**config.mk**
```make
export PLATFORM = sky130hd
export DESIGN_NAME = reset_cause_and_init_control
export DESIGN_NICKNAME = d
export VERILOG_FILES = /design/src/logic/reset_ctl_pkg.sv /design/src/logic/reset_cause_and_init_control.sv
export SDC_FILE = /design/constraint.sdc
export NUM_CORES = 1
export LEC_CHECK = 0
export CORE_MARGIN = 3
export CORE_UTILIZATION = 40
export CTS_CLUSTER_SIZE = 8
export DETAILED_ROUTE_END_ITERATION = 6
export DONT_BUFFER_PORTS = 1
export PLACE_DENSITY_LB_ADDON = 0.25
export SYNTH_ARGS = -nofsm -noshare
export SYNTH_HDL_FRONTEND = slang
export SYNTH_SLANG_ARGS = --single-unit
```
**constraint.sdc**
```tcl
create_clock -name i_ref_clk -period 3 [get_ports i_ref_clk]
set_input_delay 0.6 -clock i_ref_clk [delete_from_list [all_inputs] [get_ports i_ref_clk]]
set_output_delay 0.6 -clock i_ref_clk [all_outputs]
set_load 0.1 [all_outputs]
```
**src/logic/reset_ctl_pkg.sv**
```systemverilog
// Constants for the reset cause and initialisation controller.
// Assumes a single 25 MHz clock; addresses are the core's 8-bit file addresses.
package reset_ctl_pkg;
  // Clock and master-clear filter timing
  localparam int unsigned CLK_PERIOD_NS = 40;
  localparam int unsigned MASTER_CLEAR_MIN_NS = 2000;
  localparam int unsigned MASTER_CLEAR_FILT_CYC = (MASTER_CLEAR_MIN_NS + CLK_PERIOD_NS - 1) / CLK_PERIOD_NS;
  localparam int unsigned FILT_W = 8;

  // Register file addresses
  localparam logic [7:0] ADDR_PCL = 8'h02;
  localparam logic [7:0] ADDR_STATUS = 8'h03;
  localparam logic [7:0] ADDR_IRQ_CTRL = 8'h0B;
  localparam logic [7:0] ADDR_PERIPH_FLAGS = 8'h0C;
  localparam logic [7:0] ADDR_POWER_CONTROL_FLAGS = 8'h8E;
  localparam logic [7:0] ADDR_KEEP = 8'h20;
  localparam logic [7:0] ADDR_CAUSE = 8'h21;
  localparam logic [7:0] ADDR_CAL = 8'h22;

  // Calibration word in program space
  localparam logic [13:0] CAL_WORD_ADDR = 14'h2008;

  // Field positions
  localparam int unsigned STATUS_TO_BIT = 4;
  localparam int unsigned STATUS_PD_BIT = 3;
  localparam int unsigned POWER_CONTROL_FLAGS_BOR_BIT = 0;
  localparam int unsigned POWER_CONTROL_FLAGS_POR_BIT = 1;
  localparam int unsigned GIE_BIT = 7;

  // Reset values and masks
  localparam logic [7:0] STATUS_POR_VAL = 8'h18;
  localparam logic [7:0] STATUS_KEEP_MASK = 8'h07;
  localparam logic [7:0] POWER_CONTROL_FLAGS_POR_VAL = 8'h00;
  localparam logic [7:0] POWER_CONTROL_FLAGS_MASK = 8'h03;
  localparam logic [7:0] PERIPH_MASK = 8'h7B;
  localparam logic [7:0] REG_RST_VAL = 8'h00;
  localparam logic [7:0] PC_VECTOR = 8'h04;

  // Reset causes, one-hot
  typedef enum logic [5:0] {
    CAUSE_POR = 6'h01,
    CAUSE_WDT_RUN = 6'h02,
    CAUSE_WDT_SLEEP = 6'h04,
    CAUSE_MASTER_CLEAR_RUN = 6'h08,
    CAUSE_MASTER_CLEAR_SLEEP = 6'h10,
    CAUSE_BOR = 6'h20
  } cause_t;

  typedef enum logic [1:0] {
    ST_RUN = 2'h1,
    ST_HOLD = 2'h2
  } state_t;
endpackage : reset_ctl_pkg

```
**src/logic/reset_cause_and_init_control.sv**
```systemverilog
// Reset cause classification, register initialisation strobe and wake-up control.
// Assumes all inputs synchronous to i_ref_clk; i_rst is the power-on reset.
//
// Local design decision: the address-and-strobe port.
`timescale 1ns/1ps
module reset_cause_and_init_control
#(
  parameter int unsigned CAL_W = 8,
  parameter logic [CAL_W-1:0] CAL_DEFAULT = 8'h80
)
(
  // Clock and power-on reset
  input wire logic i_ref_clk,
  input wire logic i_rst,
  // Register port
  input wire logic [7:0] i_addr,
  input wire logic [7:0] i_wdata,
  input wire logic i_wr,
  input wire logic i_rd,
  output logic [7:0] o_rdata,
  // Reset sources and core state
  input wire logic i_master_clear_n,
  input wire logic i_brownout,
  input wire logic i_wdt_timeout,
  input wire logic i_sleeping,
  // Wake events
  input wire logic i_wake_irq,
  input wire logic i_wake_in_core,
  input wire logic [2:0] i_wake_bit,
  input wire logic [7:0] i_next_pc,
  // Programming port
  input wire logic i_prog_wr,
  input wire logic [13:0] i_prog_addr,
  input wire logic [CAL_W-1:0] i_prog_data,
  input wire logic i_bulk_erase,
  // Control outputs
  output logic o_reg_reset,
  output logic o_wake,
  output logic o_pc_load,
  output logic [7:0] o_pc_value,
  output logic o_global_irq_enable,
  output logic [CAL_W-1:0] o_osc_trim,
  output reset_ctl_pkg::cause_t o_cause
);
  import reset_ctl_pkg::*;

  localparam logic [FILT_W-1:0] FILT_MAX = FILT_W'(MASTER_CLEAR_FILT_CYC);

  state_t state_q;
  logic [FILT_W-1:0] master_clear_cnt_q;
  logic master_clear_act;
  logic rst_src;
  logic rst_entry;
  logic wdt_wake;
  logic irq_wake;
  logic [7:0] wake_mask;
  logic [7:0] status_q;
  logic [7:0] power_control_flags_q;
  logic [7:0] irq_ctrl_q;
  logic [7:0] periph_q;
  logic [7:0] keep_q;
  logic [7:0] rdata_q;
  logic [CAL_W-1:0] cal_q;
  logic reg_reset_q;
  logic wake_q;
  logic pc_load_q;
  logic [7:0] pc_q;
  cause_t cause_q;
  cause_t cause_d;

  always_ff @(posedge i_ref_clk or posedge i_rst)
  begin
    if (i_rst)
      master_clear_cnt_q <= '0;
    else if (i_master_clear_n)
      master_clear_cnt_q <= '0;
    else if (master_clear_cnt_q != FILT_MAX)
      master_clear_cnt_q <= master_clear_cnt_q + 1'b1;
  end

  assign master_clear_act = (master_clear_cnt_q == FILT_MAX);
  // A watchdog timeout only resets while the core runs
  assign rst_src = master_clear_act | i_brownout | (i_wdt_timeout & ~i_sleeping);
  assign rst_entry = rst_src & (state_q == ST_RUN);
  assign wdt_wake = i_wdt_timeout & i_sleeping & ~rst_src & (state_q == ST_RUN);
  assign irq_wake = i_wake_irq & i_sleeping & ~rst_src & (state_q == ST_RUN);
  assign wake_mask = 8'h01 << i_wake_bit;

  always_comb
  begin
    if (i_brownout)
      cause_d = CAUSE_BOR;
    else if (master_clear_act)
      cause_d = i_sleeping ? CAUSE_MASTER_CLEAR_SLEEP : CAUSE_MASTER_CLEAR_RUN;
    else
      cause_d = CAUSE_WDT_RUN;
  end

  always_ff @(posedge i_ref_clk or posedge i_rst)
  begin
    if (i_rst)
      state_q <= ST_RUN;
    else
    begin
      unique case (state_q)
        ST_RUN:
          if (rst_src)
            state_q <= ST_HOLD;
        ST_HOLD:
          if (!rst_src)
            state_q <= ST_RUN;
      endcase
    end
  end

  always_ff @(posedge i_ref_clk or posedge i_rst)
  begin
    if (i_rst)
      cause_q <= CAUSE_POR;
    else if (rst_entry)
      cause_q <= cause_d;
    else if (wdt_wake)
      cause_q <= CAUSE_WDT_SLEEP;
  end

  always_ff @(posedge i_ref_clk or posedge i_rst)
  begin
    if (i_rst)
      reg_reset_q <= 1'b1;
    else
      reg_reset_q <= rst_src;
  end

  // timeout and power-down flags per cause
  always_ff @(posedge i_ref_clk or posedge i_rst)
  begin
    if (i_rst)
      status_q <= STATUS_POR_VAL;
    else if (rst_entry)
    begin
      status_q[7:5] <= 3'h0;
      unique case (cause_d)
        CAUSE_WDT_RUN:
        begin
          status_q[STATUS_TO_BIT] <= 1'b0;
          status_q[STATUS_PD_BIT] <= 1'b1;
        end
        CAUSE_MASTER_CLEAR_SLEEP:
        begin
          status_q[STATUS_TO_BIT] <= 1'b1;
          status_q[STATUS_PD_BIT] <= 1'b0;
        end
        CAUSE_BOR:
        begin
          status_q[STATUS_TO_BIT] <= 1'b1;
          status_q[STATUS_PD_BIT] <= 1'b1;
        end
        default:
        begin
          status_q[STATUS_TO_BIT] <= status_q[STATUS_TO_BIT];
          status_q[STATUS_PD_BIT] <= status_q[STATUS_PD_BIT];
        end
      endcase
    end
    else if (wdt_wake | irq_wake)
    begin
      status_q[STATUS_TO_BIT] <= ~wdt_wake;
      status_q[STATUS_PD_BIT] <= 1'b0;
    end
    else if (i_wr && i_addr == ADDR_STATUS)
    begin
      // Timeout and power-down flags are read-only to software
      status_q[7:5] <= i_wdata[7:5];
      status_q[2:0] <= i_wdata[2:0];
    end
  end

  always_ff @(posedge i_ref_clk or posedge i_rst)
  begin
    if (i_rst)
      power_control_flags_q <= POWER_CONTROL_FLAGS_POR_VAL;
    else if (rst_entry && cause_d == CAUSE_BOR)
      power_control_flags_q[POWER_CONTROL_FLAGS_BOR_BIT] <= 1'b0;
    else if (i_wr && i_addr == ADDR_POWER_CONTROL_FLAGS)
      power_control_flags_q <= i_wdata & POWER_CONTROL_FLAGS_MASK;
  end

  // core interrupt control loads reset state
  always_ff @(posedge i_ref_clk or posedge i_rst)
  begin
    if (i_rst)
      irq_ctrl_q <= REG_RST_VAL;
    else if (rst_src)
      irq_ctrl_q <= REG_RST_VAL;
    else
    begin
      // wake source flag, set wins over a write
      irq_ctrl_q <= ((i_wr && i_addr == ADDR_IRQ_CTRL) ? i_wdata : irq_ctrl_q)
        | ((irq_wake & i_wake_in_core) ? wake_mask : 8'h00);
    end
  end

  always_ff @(posedge i_ref_clk or posedge i_rst)
  begin
    if (i_rst)
      periph_q <= REG_RST_VAL;
    else if (rst_src)
      periph_q <= REG_RST_VAL;
    else
    begin
      periph_q <= (((i_wr && i_addr == ADDR_PERIPH_FLAGS) ? i_wdata : periph_q)
        | ((irq_wake & ~i_wake_in_core) ? wake_mask : 8'h00)) & PERIPH_MASK;
    end
  end

  // kept through all but power-on; its power-on content carries no meaning
  always_ff @(posedge i_ref_clk or posedge i_rst)
  begin
    if (i_rst)
      keep_q <= REG_RST_VAL;
    else if (i_wr && i_addr == ADDR_KEEP)
      keep_q <= i_wdata;
  end

  always_ff @(posedge i_ref_clk or posedge i_rst)
  begin
    if (i_rst)
      cal_q <= CAL_DEFAULT;
    else if (i_prog_wr && i_prog_addr == CAL_WORD_ADDR)
      cal_q <= i_prog_data;
  end

  // program counter on reset and wake
  always_ff @(posedge i_ref_clk or posedge i_rst)
  begin
    if (i_rst)
    begin
      pc_load_q <= 1'b1;
      pc_q <= REG_RST_VAL;
    end
    else if (rst_entry)
    begin
      pc_load_q <= 1'b1;
      pc_q <= REG_RST_VAL;
    end
    else if (irq_wake)
    begin
      pc_load_q <= 1'b1;
      pc_q <= irq_ctrl_q[GIE_BIT] ? PC_VECTOR : i_next_pc;
    end
    else if (wdt_wake)
    begin
      pc_load_q <= 1'b1;
      pc_q <= i_next_pc;
    end
    else if (i_wr && i_addr == ADDR_PCL)
    begin
      pc_load_q <= 1'b1;
      pc_q <= i_wdata;
    end
    else
      pc_load_q <= 1'b0;
  end

  always_ff @(posedge i_ref_clk or posedge i_rst)
  begin
    if (i_rst)
      wake_q <= 1'b0;
    else
      wake_q <= wdt_wake | irq_wake;
  end

  // Read data valid only in the cycle after the strobe
  always_ff @(posedge i_ref_clk or posedge i_rst)
  begin
    if (i_rst)
      rdata_q <= 8'h00;
    else if (i_rd)
    begin
      case (i_addr)
        ADDR_PCL: rdata_q <= pc_q;
        ADDR_STATUS: rdata_q <= status_q;
        ADDR_IRQ_CTRL: rdata_q <= irq_ctrl_q;
        ADDR_PERIPH_FLAGS: rdata_q <= periph_q;
        ADDR_POWER_CONTROL_FLAGS: rdata_q <= power_control_flags_q;
        ADDR_KEEP: rdata_q <= keep_q;
        ADDR_CAUSE: rdata_q <= {2'h0, cause_q};
        ADDR_CAL: rdata_q <= 8'(cal_q);
        default: rdata_q <= 8'h00;
      endcase
    end
    else
      rdata_q <= 8'h00;
  end

  assign o_rdata = rdata_q;
  assign o_reg_reset = reg_reset_q;
  assign o_wake = wake_q;
  assign o_pc_load = pc_load_q;
  assign o_pc_value = pc_q;
  assign o_global_irq_enable = irq_ctrl_q[GIE_BIT];
  assign o_osc_trim = cal_q;
  assign o_cause = cause_q;
endmodule : reset_cause_and_init_control

```
Word-level counts from Yosys, hierarchy flattened
Cells that the tools add are included.
{"block": "totals", "wordCells": 114, "output_inout_bits": 34, "inputBits": 61, "register_bits": 76}
{"block": "op_classes", "shifts": 1, "n_bitwise": 22, "n_eq_ne": 20, "mux": 34, "addsub": 1, "reduce_logical": 19}
{"operator": "two-way mux 8 bit", "count": 11}
{"operator": "one-hot mux 8 bit (8 select lines)", "count": 1}
{"operator": "== test 8 x 6 -> 1 bit, second input constant", "count": 4}
{"operator": "two-way mux 7 bit", "count": 3}
{"operator": "two-way mux 6 bit", "count": 3}
{"operator": "== test 8 x 2 -> 1 bit, second input constant", "count": 2}
{"operator": "== test 8 x 4 -> 1 bit, second input constant", "count": 2}
{"operator": "two-way mux 5 bit", "count": 3}
{"operator": "== test 14 bit, second input constant", "count": 1}
{"operator": "bitwise AND 1 bit", "count": 10}
{"operator": "nonzero test 2 bit", "count": 5}
{"operator": "adder 8 x 1 -> 8 bit, second input constant", "count": 1}
{"operator": "== test 8 bit, second input constant", "count": 1}
{"operator": "logical AND 1 bit", "count": 8}
{"operator": "inequality test 8 x 6 -> 1 bit, second input constant", "count": 1}
{"operator": "bitwise OR 8 bit", "count": 1}
{"operator": "AND reduction 2 bit", "count": 4}
{"operator": "left shift 1 x 3 -> 8 bit, first input constant", "count": 1}
{"operator": "inverter 1 bit", "count": 7}
{"operator": "bitwise OR 7 bit", "count": 1}
{"operator": "== test 6 x 2 -> 1 bit, second input constant", "count": 1}
{"operator": "== test 6 x 5 -> 1 bit, second input constant", "count": 1}
{"operator": "== test 6 bit, second input constant", "count": 1}
{"operator": "two-way mux 1 bit", "count": 6}
{"operator": "other kinds (11)", "count": 18}

Longest topological paths before layout
{"block": "depth", "depth_word": 10, "ltp_mapped": 8}

Least setup slack after synthesis
OpenSTA, ideal clock, no wires.
{"block": "synth_timing", "kind": "input to register", "start": "input i_addr[4]", "end": "register status_q[0]", "t_arrival_ns": 2.241, "path_slack_ns": 0.634, "setup_ns": 0.125, "path_buffers": 0, "stages": 5, "cell_sequence": "or4_4 nor4_4 o311a_2 nand2b_4 mux2_4"}
{"block": "synth_via", "elab_chain_cells": 3}
{"element": "start, declared", "line": "reset_cause_and_init_control.sv:16", "rtl": "input wire logic [7:0] i_addr,"}
{"element": "== test 8 x 2 -> 1 bit", "line": "reset_cause_and_init_control.sv:170", "rtl": "else if (i_wr && i_addr == ADDR_STATUS)"}
{"element": "logical AND 1 bit", "line": "reset_cause_and_init_control.sv:170"}
{"element": "AND reduction 3 bit (no line)"}
{"element": "end signal, assigned by index", "line": "reset_cause_and_init_control.sv:161", "rtl": "status_q[STATUS_PD_BIT] <= status_q[STATUS_PD_BIT];"}
{"element": "end signal, assigned by index", "line": "reset_cause_and_init_control.sv:167", "rtl": "status_q[STATUS_TO_BIT] <= ~wdt_wake;"}
{"element": "end signal, assigned", "line": "reset_cause_and_init_control.sv:174", "rtl": "status_q[2:0] <= i_wdata[2:0];"}
{"element": "end, declared", "line": "reset_cause_and_init_control.sv:57", "rtl": "logic [7:0] status_q;"}
No other way between the ends.
A chain may end at the register's enable or synchronous reset.

Final worst setup path
{"block": "layout_timing", "start": "register master_clear_cnt_q[4]", "end": "register pc_q[4], in the netlist o_pc_value[4]"}
{"block": "layout_via", "elab_chain_cells": 9, "elab_cells_between_ends": 13}
{"element": "start, declared", "line": "reset_cause_and_init_control.sv:50", "rtl": "logic [FILT_W-1:0] master_clear_cnt_q;"}
{"element": "start signal, assigned", "line": "reset_cause_and_init_control.sv:78", "rtl": "master_clear_cnt_q <= master_clear_cnt_q + 1'b1;"}
{"element": "== test 8 x 6 -> 1 bit (*)", "line": "reset_cause_and_init_control.sv:81", "rtl": "assign master_clear_act = (master_clear_cnt_q == FILT_MAX);"}
{"element": "bitwise OR 1 bit (*) (2 in series)", "line": "reset_cause_and_init_control.sv:83", "rtl": "assign rst_src = master_clear_act | i_brownout | (i_wdt_timeout & ~i_sleeping);"}
{"element": "inverter 1 bit", "line": "reset_cause_and_init_control.sv:85, reset_cause_and_init_control.sv:86"}
{"element": "bitwise AND 1 bit (2 in series)", "line": "reset_cause_and_init_control.sv:85", "rtl": "assign wdt_wake = i_wdt_timeout & i_sleeping & ~rst_src & (state_q == ST_RUN);"}
{"element": "two-way mux 8 bit", "line": "reset_cause_and_init_control.sv:251", "rtl": "else if (wdt_wake)"}
{"element": "two-way mux 8 bit", "line": "reset_cause_and_init_control.sv:246", "rtl": "else if (irq_wake)"}
{"element": "two-way mux 8 bit", "line": "reset_cause_and_init_control.sv:241", "rtl": "else if (rst_entry)"}
{"element": "end signal, assigned", "line": "reset_cause_and_init_control.sv:249", "rtl": "pc_q <= irq_ctrl_q[GIE_BIT] ? PC_VECTOR : i_next_pc;"}
{"element": "end signal, assigned", "line": "reset_cause_and_init_control.sv:254", "rtl": "pc_q <= i_next_pc;"}
{"element": "end signal, assigned", "line": "reset_cause_and_init_control.sv:259", "rtl": "pc_q <= i_wdata;"}
{"element": "end, declared", "line": "reset_cause_and_init_control.sv:67", "rtl": "logic [7:0] pc_q;"}
Every way passes the cells marked *; elsewhere a longest branch is shown, timed or not.

==> summary.md <==
| Metric | Value |
|---|---|
| Core ar. | 8890 um2 |
| Total Routed Length | 10.4 mm |
| Fillers | 864 |
| CTS H-tree depth | 3 |
| Synth Area in Simple Gates | 0.180 |
| Max-Cap Viols | 0 |
| Setup repair after global routing missed its margin | false |
| Crit path DAT | 2850 ps |
| Slew @ Worst Pin | 1190 ps |
| Synth top area cells | dfrtp_1, mux2_2, dfstp_2, mux2i_1, a22oi_1 |
| Setup TNS | 0 ps |
| Ys Warns | 0 |
| DR pass1 iterations | 5 |
| Via/cell ratio | 6.15 |
| Fmax | 0.383 GHz |
| # diodes | 0 |
| Nets | 426 |
| CP Capture Type | flop |
| Final Worst Setup Slack | 388 ps |
| Critical path launch point type | flop |
| Power density cells | 567 nW/um2 |
| Compound-gate portion of the synthesized area | 0.159 |
| Syn nets | 417 |
| Internal cell power | 1.55 mW |
| Die Ht | 103 um |
| Switching Share | 0.337 |
| DP Cell Count | 460 |
| Post-route ant nets | 0 |
| Boundary Pins | 95 |
| Largest family of logic cells by synthesized area | simple AND/OR/NAND/NOR gates |
| Max Buffers Root-to-Sink | 2 |
| Area of the multi-input gates | 1760 um2 |
| Antenna violations before repair | 0 |
| Yosys reg bits | 75 |
| CP required | 3240 ps |
| PortBufs | 0 |
| Slew Viols, Final | 0 |
| CTS tree | done |
| Post-CTS setup buffers | 0 |
| Max VDD drop | 277 uV |
| Gpl congestion | 0.909 |
| Initial Util | 0.420 |
| Synth Area in Adders | 0.00670 |
| Hold violation count in the final report | 0 |
| Post-synth cell types | 56 |
| Worst-skew pair later-pin latency | 360 ps |
| Seq/Total Area, Yosys | 0.505 |
| Global-route wire length before repair | 15.8 mm |
| Leading area contributor after synthesis | dfrtp_1 |
| Gate Count Post-Synth | 354 |
| Total Routing Usage GR | 0.202 |
| Vias in the first global route | 2,811 |
| Result of the run | finished clean |
| Number of synthesized flops with an enable pin | 0 |
| Drc violations | 0 |
| Mapped Area | 3740 um2 |
| DRT iter0 DRCs | 261 |
| Clk root buf | clkbuf_8 |
| Worst Path Class, Setup | flop to flop |
| Reg power frac | 0.540 |
| Die W | 103 um |
| Relative slew margins | 0.202 |
| Fin crit share | 0.871 |
| Final setup viols | 0 |
| Clk pwr share | 0.327 |
| Clock sinks | 75 |
| Hold Path Class | primary input to async pin |
| Placed cell areas | 3920 um2 |
| Largest net degree at the start of global routing | 40 |
| Synth Area in XOR/XNOR | 0.0141 |
| Hpwl dp | 7.73 mm |
| Gate power share | 0.133 |
| GR Overflow Total | 0 |
| TritonCTS Buffers | 9 |
| Via count | 2,927 |
| Synthesized area per cell | 10.6 um2 |
| FF+latch area | 1890 um2 |
| Setup WS pre-CTS | 466 ps |
| Leakage power | 1.81 nW |
| Final min period | 2610 ps |
| Sw power | 0.786 mW |
| Ys async rst share | 1.00 |
| Row count | 34 |
| Area delta synth->final | 10.1% |
| Die ar. | 10,500 um2 |
| Drt wl/cell | 21.8 um |
| Post-synthesis mux area share | 0.112 |
| Total Power | 2.34 mW |
| Share of the synthesized area in the top cell type | 0.455 |
| Post-Layout Cell Count | 476 |
| Max FO, Critical Path | 11 |
| Post-cts gate resize count | 0 |
| Clk pin slew, worst setup/hold paths | 80 ps |
| Final Cell Area | 4120 um2 |
| Share of cells above drive strength 1 | 0.193 |
| Hold_buf cts | 0 |
| Final Skew | 9.73 ps |
| Main synth FF type | dfrtp_1 |
final cells by class:
type / count / share of cell area
flip-flops and latches: 75 / 0.458
inverters: 6 / 0.00578
repair buffers: 14 / 0.0286
well taps: 108 / 0.0328
clock buffers: 9 / 0.0301
clock inverters: 7 / 0.0167
multi-input cells: 257 / 0.428
sequential cells by signal, indices dropped and copies added (netlist names):
signal and flops:
state_q 2, o_pc_load 1, o_cause 6, power_control_flags_q 2, o_wake 1, periph_q 6, status_q 8, o_rdata 8
o_osc_trim 8, master_clear_cnt_q 8, o_reg_reset 1, o_pc_value 8, irq_ctrl_q 8, keep_q 8
cell usage in the layout, fill, tap and decap left out, types with 2 or more instances in the layout:
cell type and count:
dfrtp_1 68, nand2_1 36, a21oi_1 26, a22oi_1 19, nor2_1 18, mux2_2 18
mux2i_1 17, nand3_1 16, buf_4 13, o21ai_0 12, a22o_1 9, clkbuf_8 9
nor3_1 8, a31oi_1 8, and3_1 7, dfstp_2 7, nor4_1 5, nor2b_1 5
inv_1 5, clkinv_2 4, xor2_1 4, nand2b_1 3, nand4_1 3, mux2_4 3
a222oi_1 3, a211oi_1 2, a21o_1 2, and2_1 2, a32oi_1 2, or3b_2 2
xnor2_1 2, ha_1 2, clkinvlp_4 2
layer usage:
metal	share of wire	up-vias	GRT usage	routed length [um]
li1	-	1339	-	-
met1	0.41	1441	0.257	4270
met2	0.48	133	0.326	5000
met3	0.093	14	0.0731	964
met4	0.014	0	0.0545	142
met5	0	-	0	0
synthesized netlist by cell type (4+ instances only):
master / instances
dfstp_2: 7
nor2_1: 18
a31oi_1: 8
and3_1: 7
inv_1: 6
dfrtp_1: 68
mux2_2: 18
nor4_1: 5
o21ai_0: 12
xor2_1: 4
mux2i_1: 17
clkbuf_1: 9
nand3_1: 16
a21oi_1: 26
a22oi_1: 19
nor3_1: 8
nor2b_1: 5
a22o_1: 9
nand2_1: 36
stage by stage:
step	utilization	hold slack, ps
6_report	0.463	209
5_1_grt	0.463	253
4_1_cts	0.463	229
3_5_place_dp	0.441	459
3_3_place_gp	0.441	458
2_1_floorplan	-	441
worst max-delay path: stages, from the launching register on:
cell     delay, ps
dfrtp_1        410
and2_0         220
and3_1         300
nor3_1         980
nor3_2         270
a22o_1         310
final timing paths:
check | start | end | slack [ps] | cells after the start
max | master_clear_cnt_q[4]$_DFFE_PP0P_ | o_pc_value[4]$_DFFE_PP0P_ | 390 | 5
min | i_rst | o_cause[1]$_DFFE_PP0P_ | 210 | 1
max reg2reg | master_clear_cnt_q[4]$_DFFE_PP0P_ | o_pc_value[4]$_DFFE_PP0P_ | 390 | 5
min reg2reg | status_q[4]$_DFFE_PP1P_ | status_q[4]$_DFFE_PP1P_ | 470 | 2
max in group asynchronous | i_rst | o_osc_trim[7]$_DFFE_PP1P_ | 2110 | 2
min in group i_ref_clk | i_master_clear_n | master_clear_cnt_q[2]$_DFFE_PP0P_ | 300 | 1
cell families (layout without fill, tap and decap cells):
family,count (synthesis),after routing
AND/OR/NAND/NOR,122,122
AO/OA/AOI/OAI,89,89
flip-flops,75,75
multiplexers,38,38
buffers and inverters,22,36
XOR/XNOR,6,6
adder cells (fa/ha/maj),2,2
power groups by stage:
| stage | Clock [mW] | Sequential (mW) | Combinational, mW |
|---|---|---|---|
| after floorplan | 0 | 1.39 | 0.128 |
| after global placement | 0 | 1.28 | 0.310 |
| after detailed placement | 0 | 1.28 | 0.315 |
| after CTS | 0.783 | 1.26 | 0.315 |
| after global routing | 0.836 | 1.27 | 0.333 |
| final | 0.763 | 1.26 | 0.312 |
(Power assumes the default switching activity.)
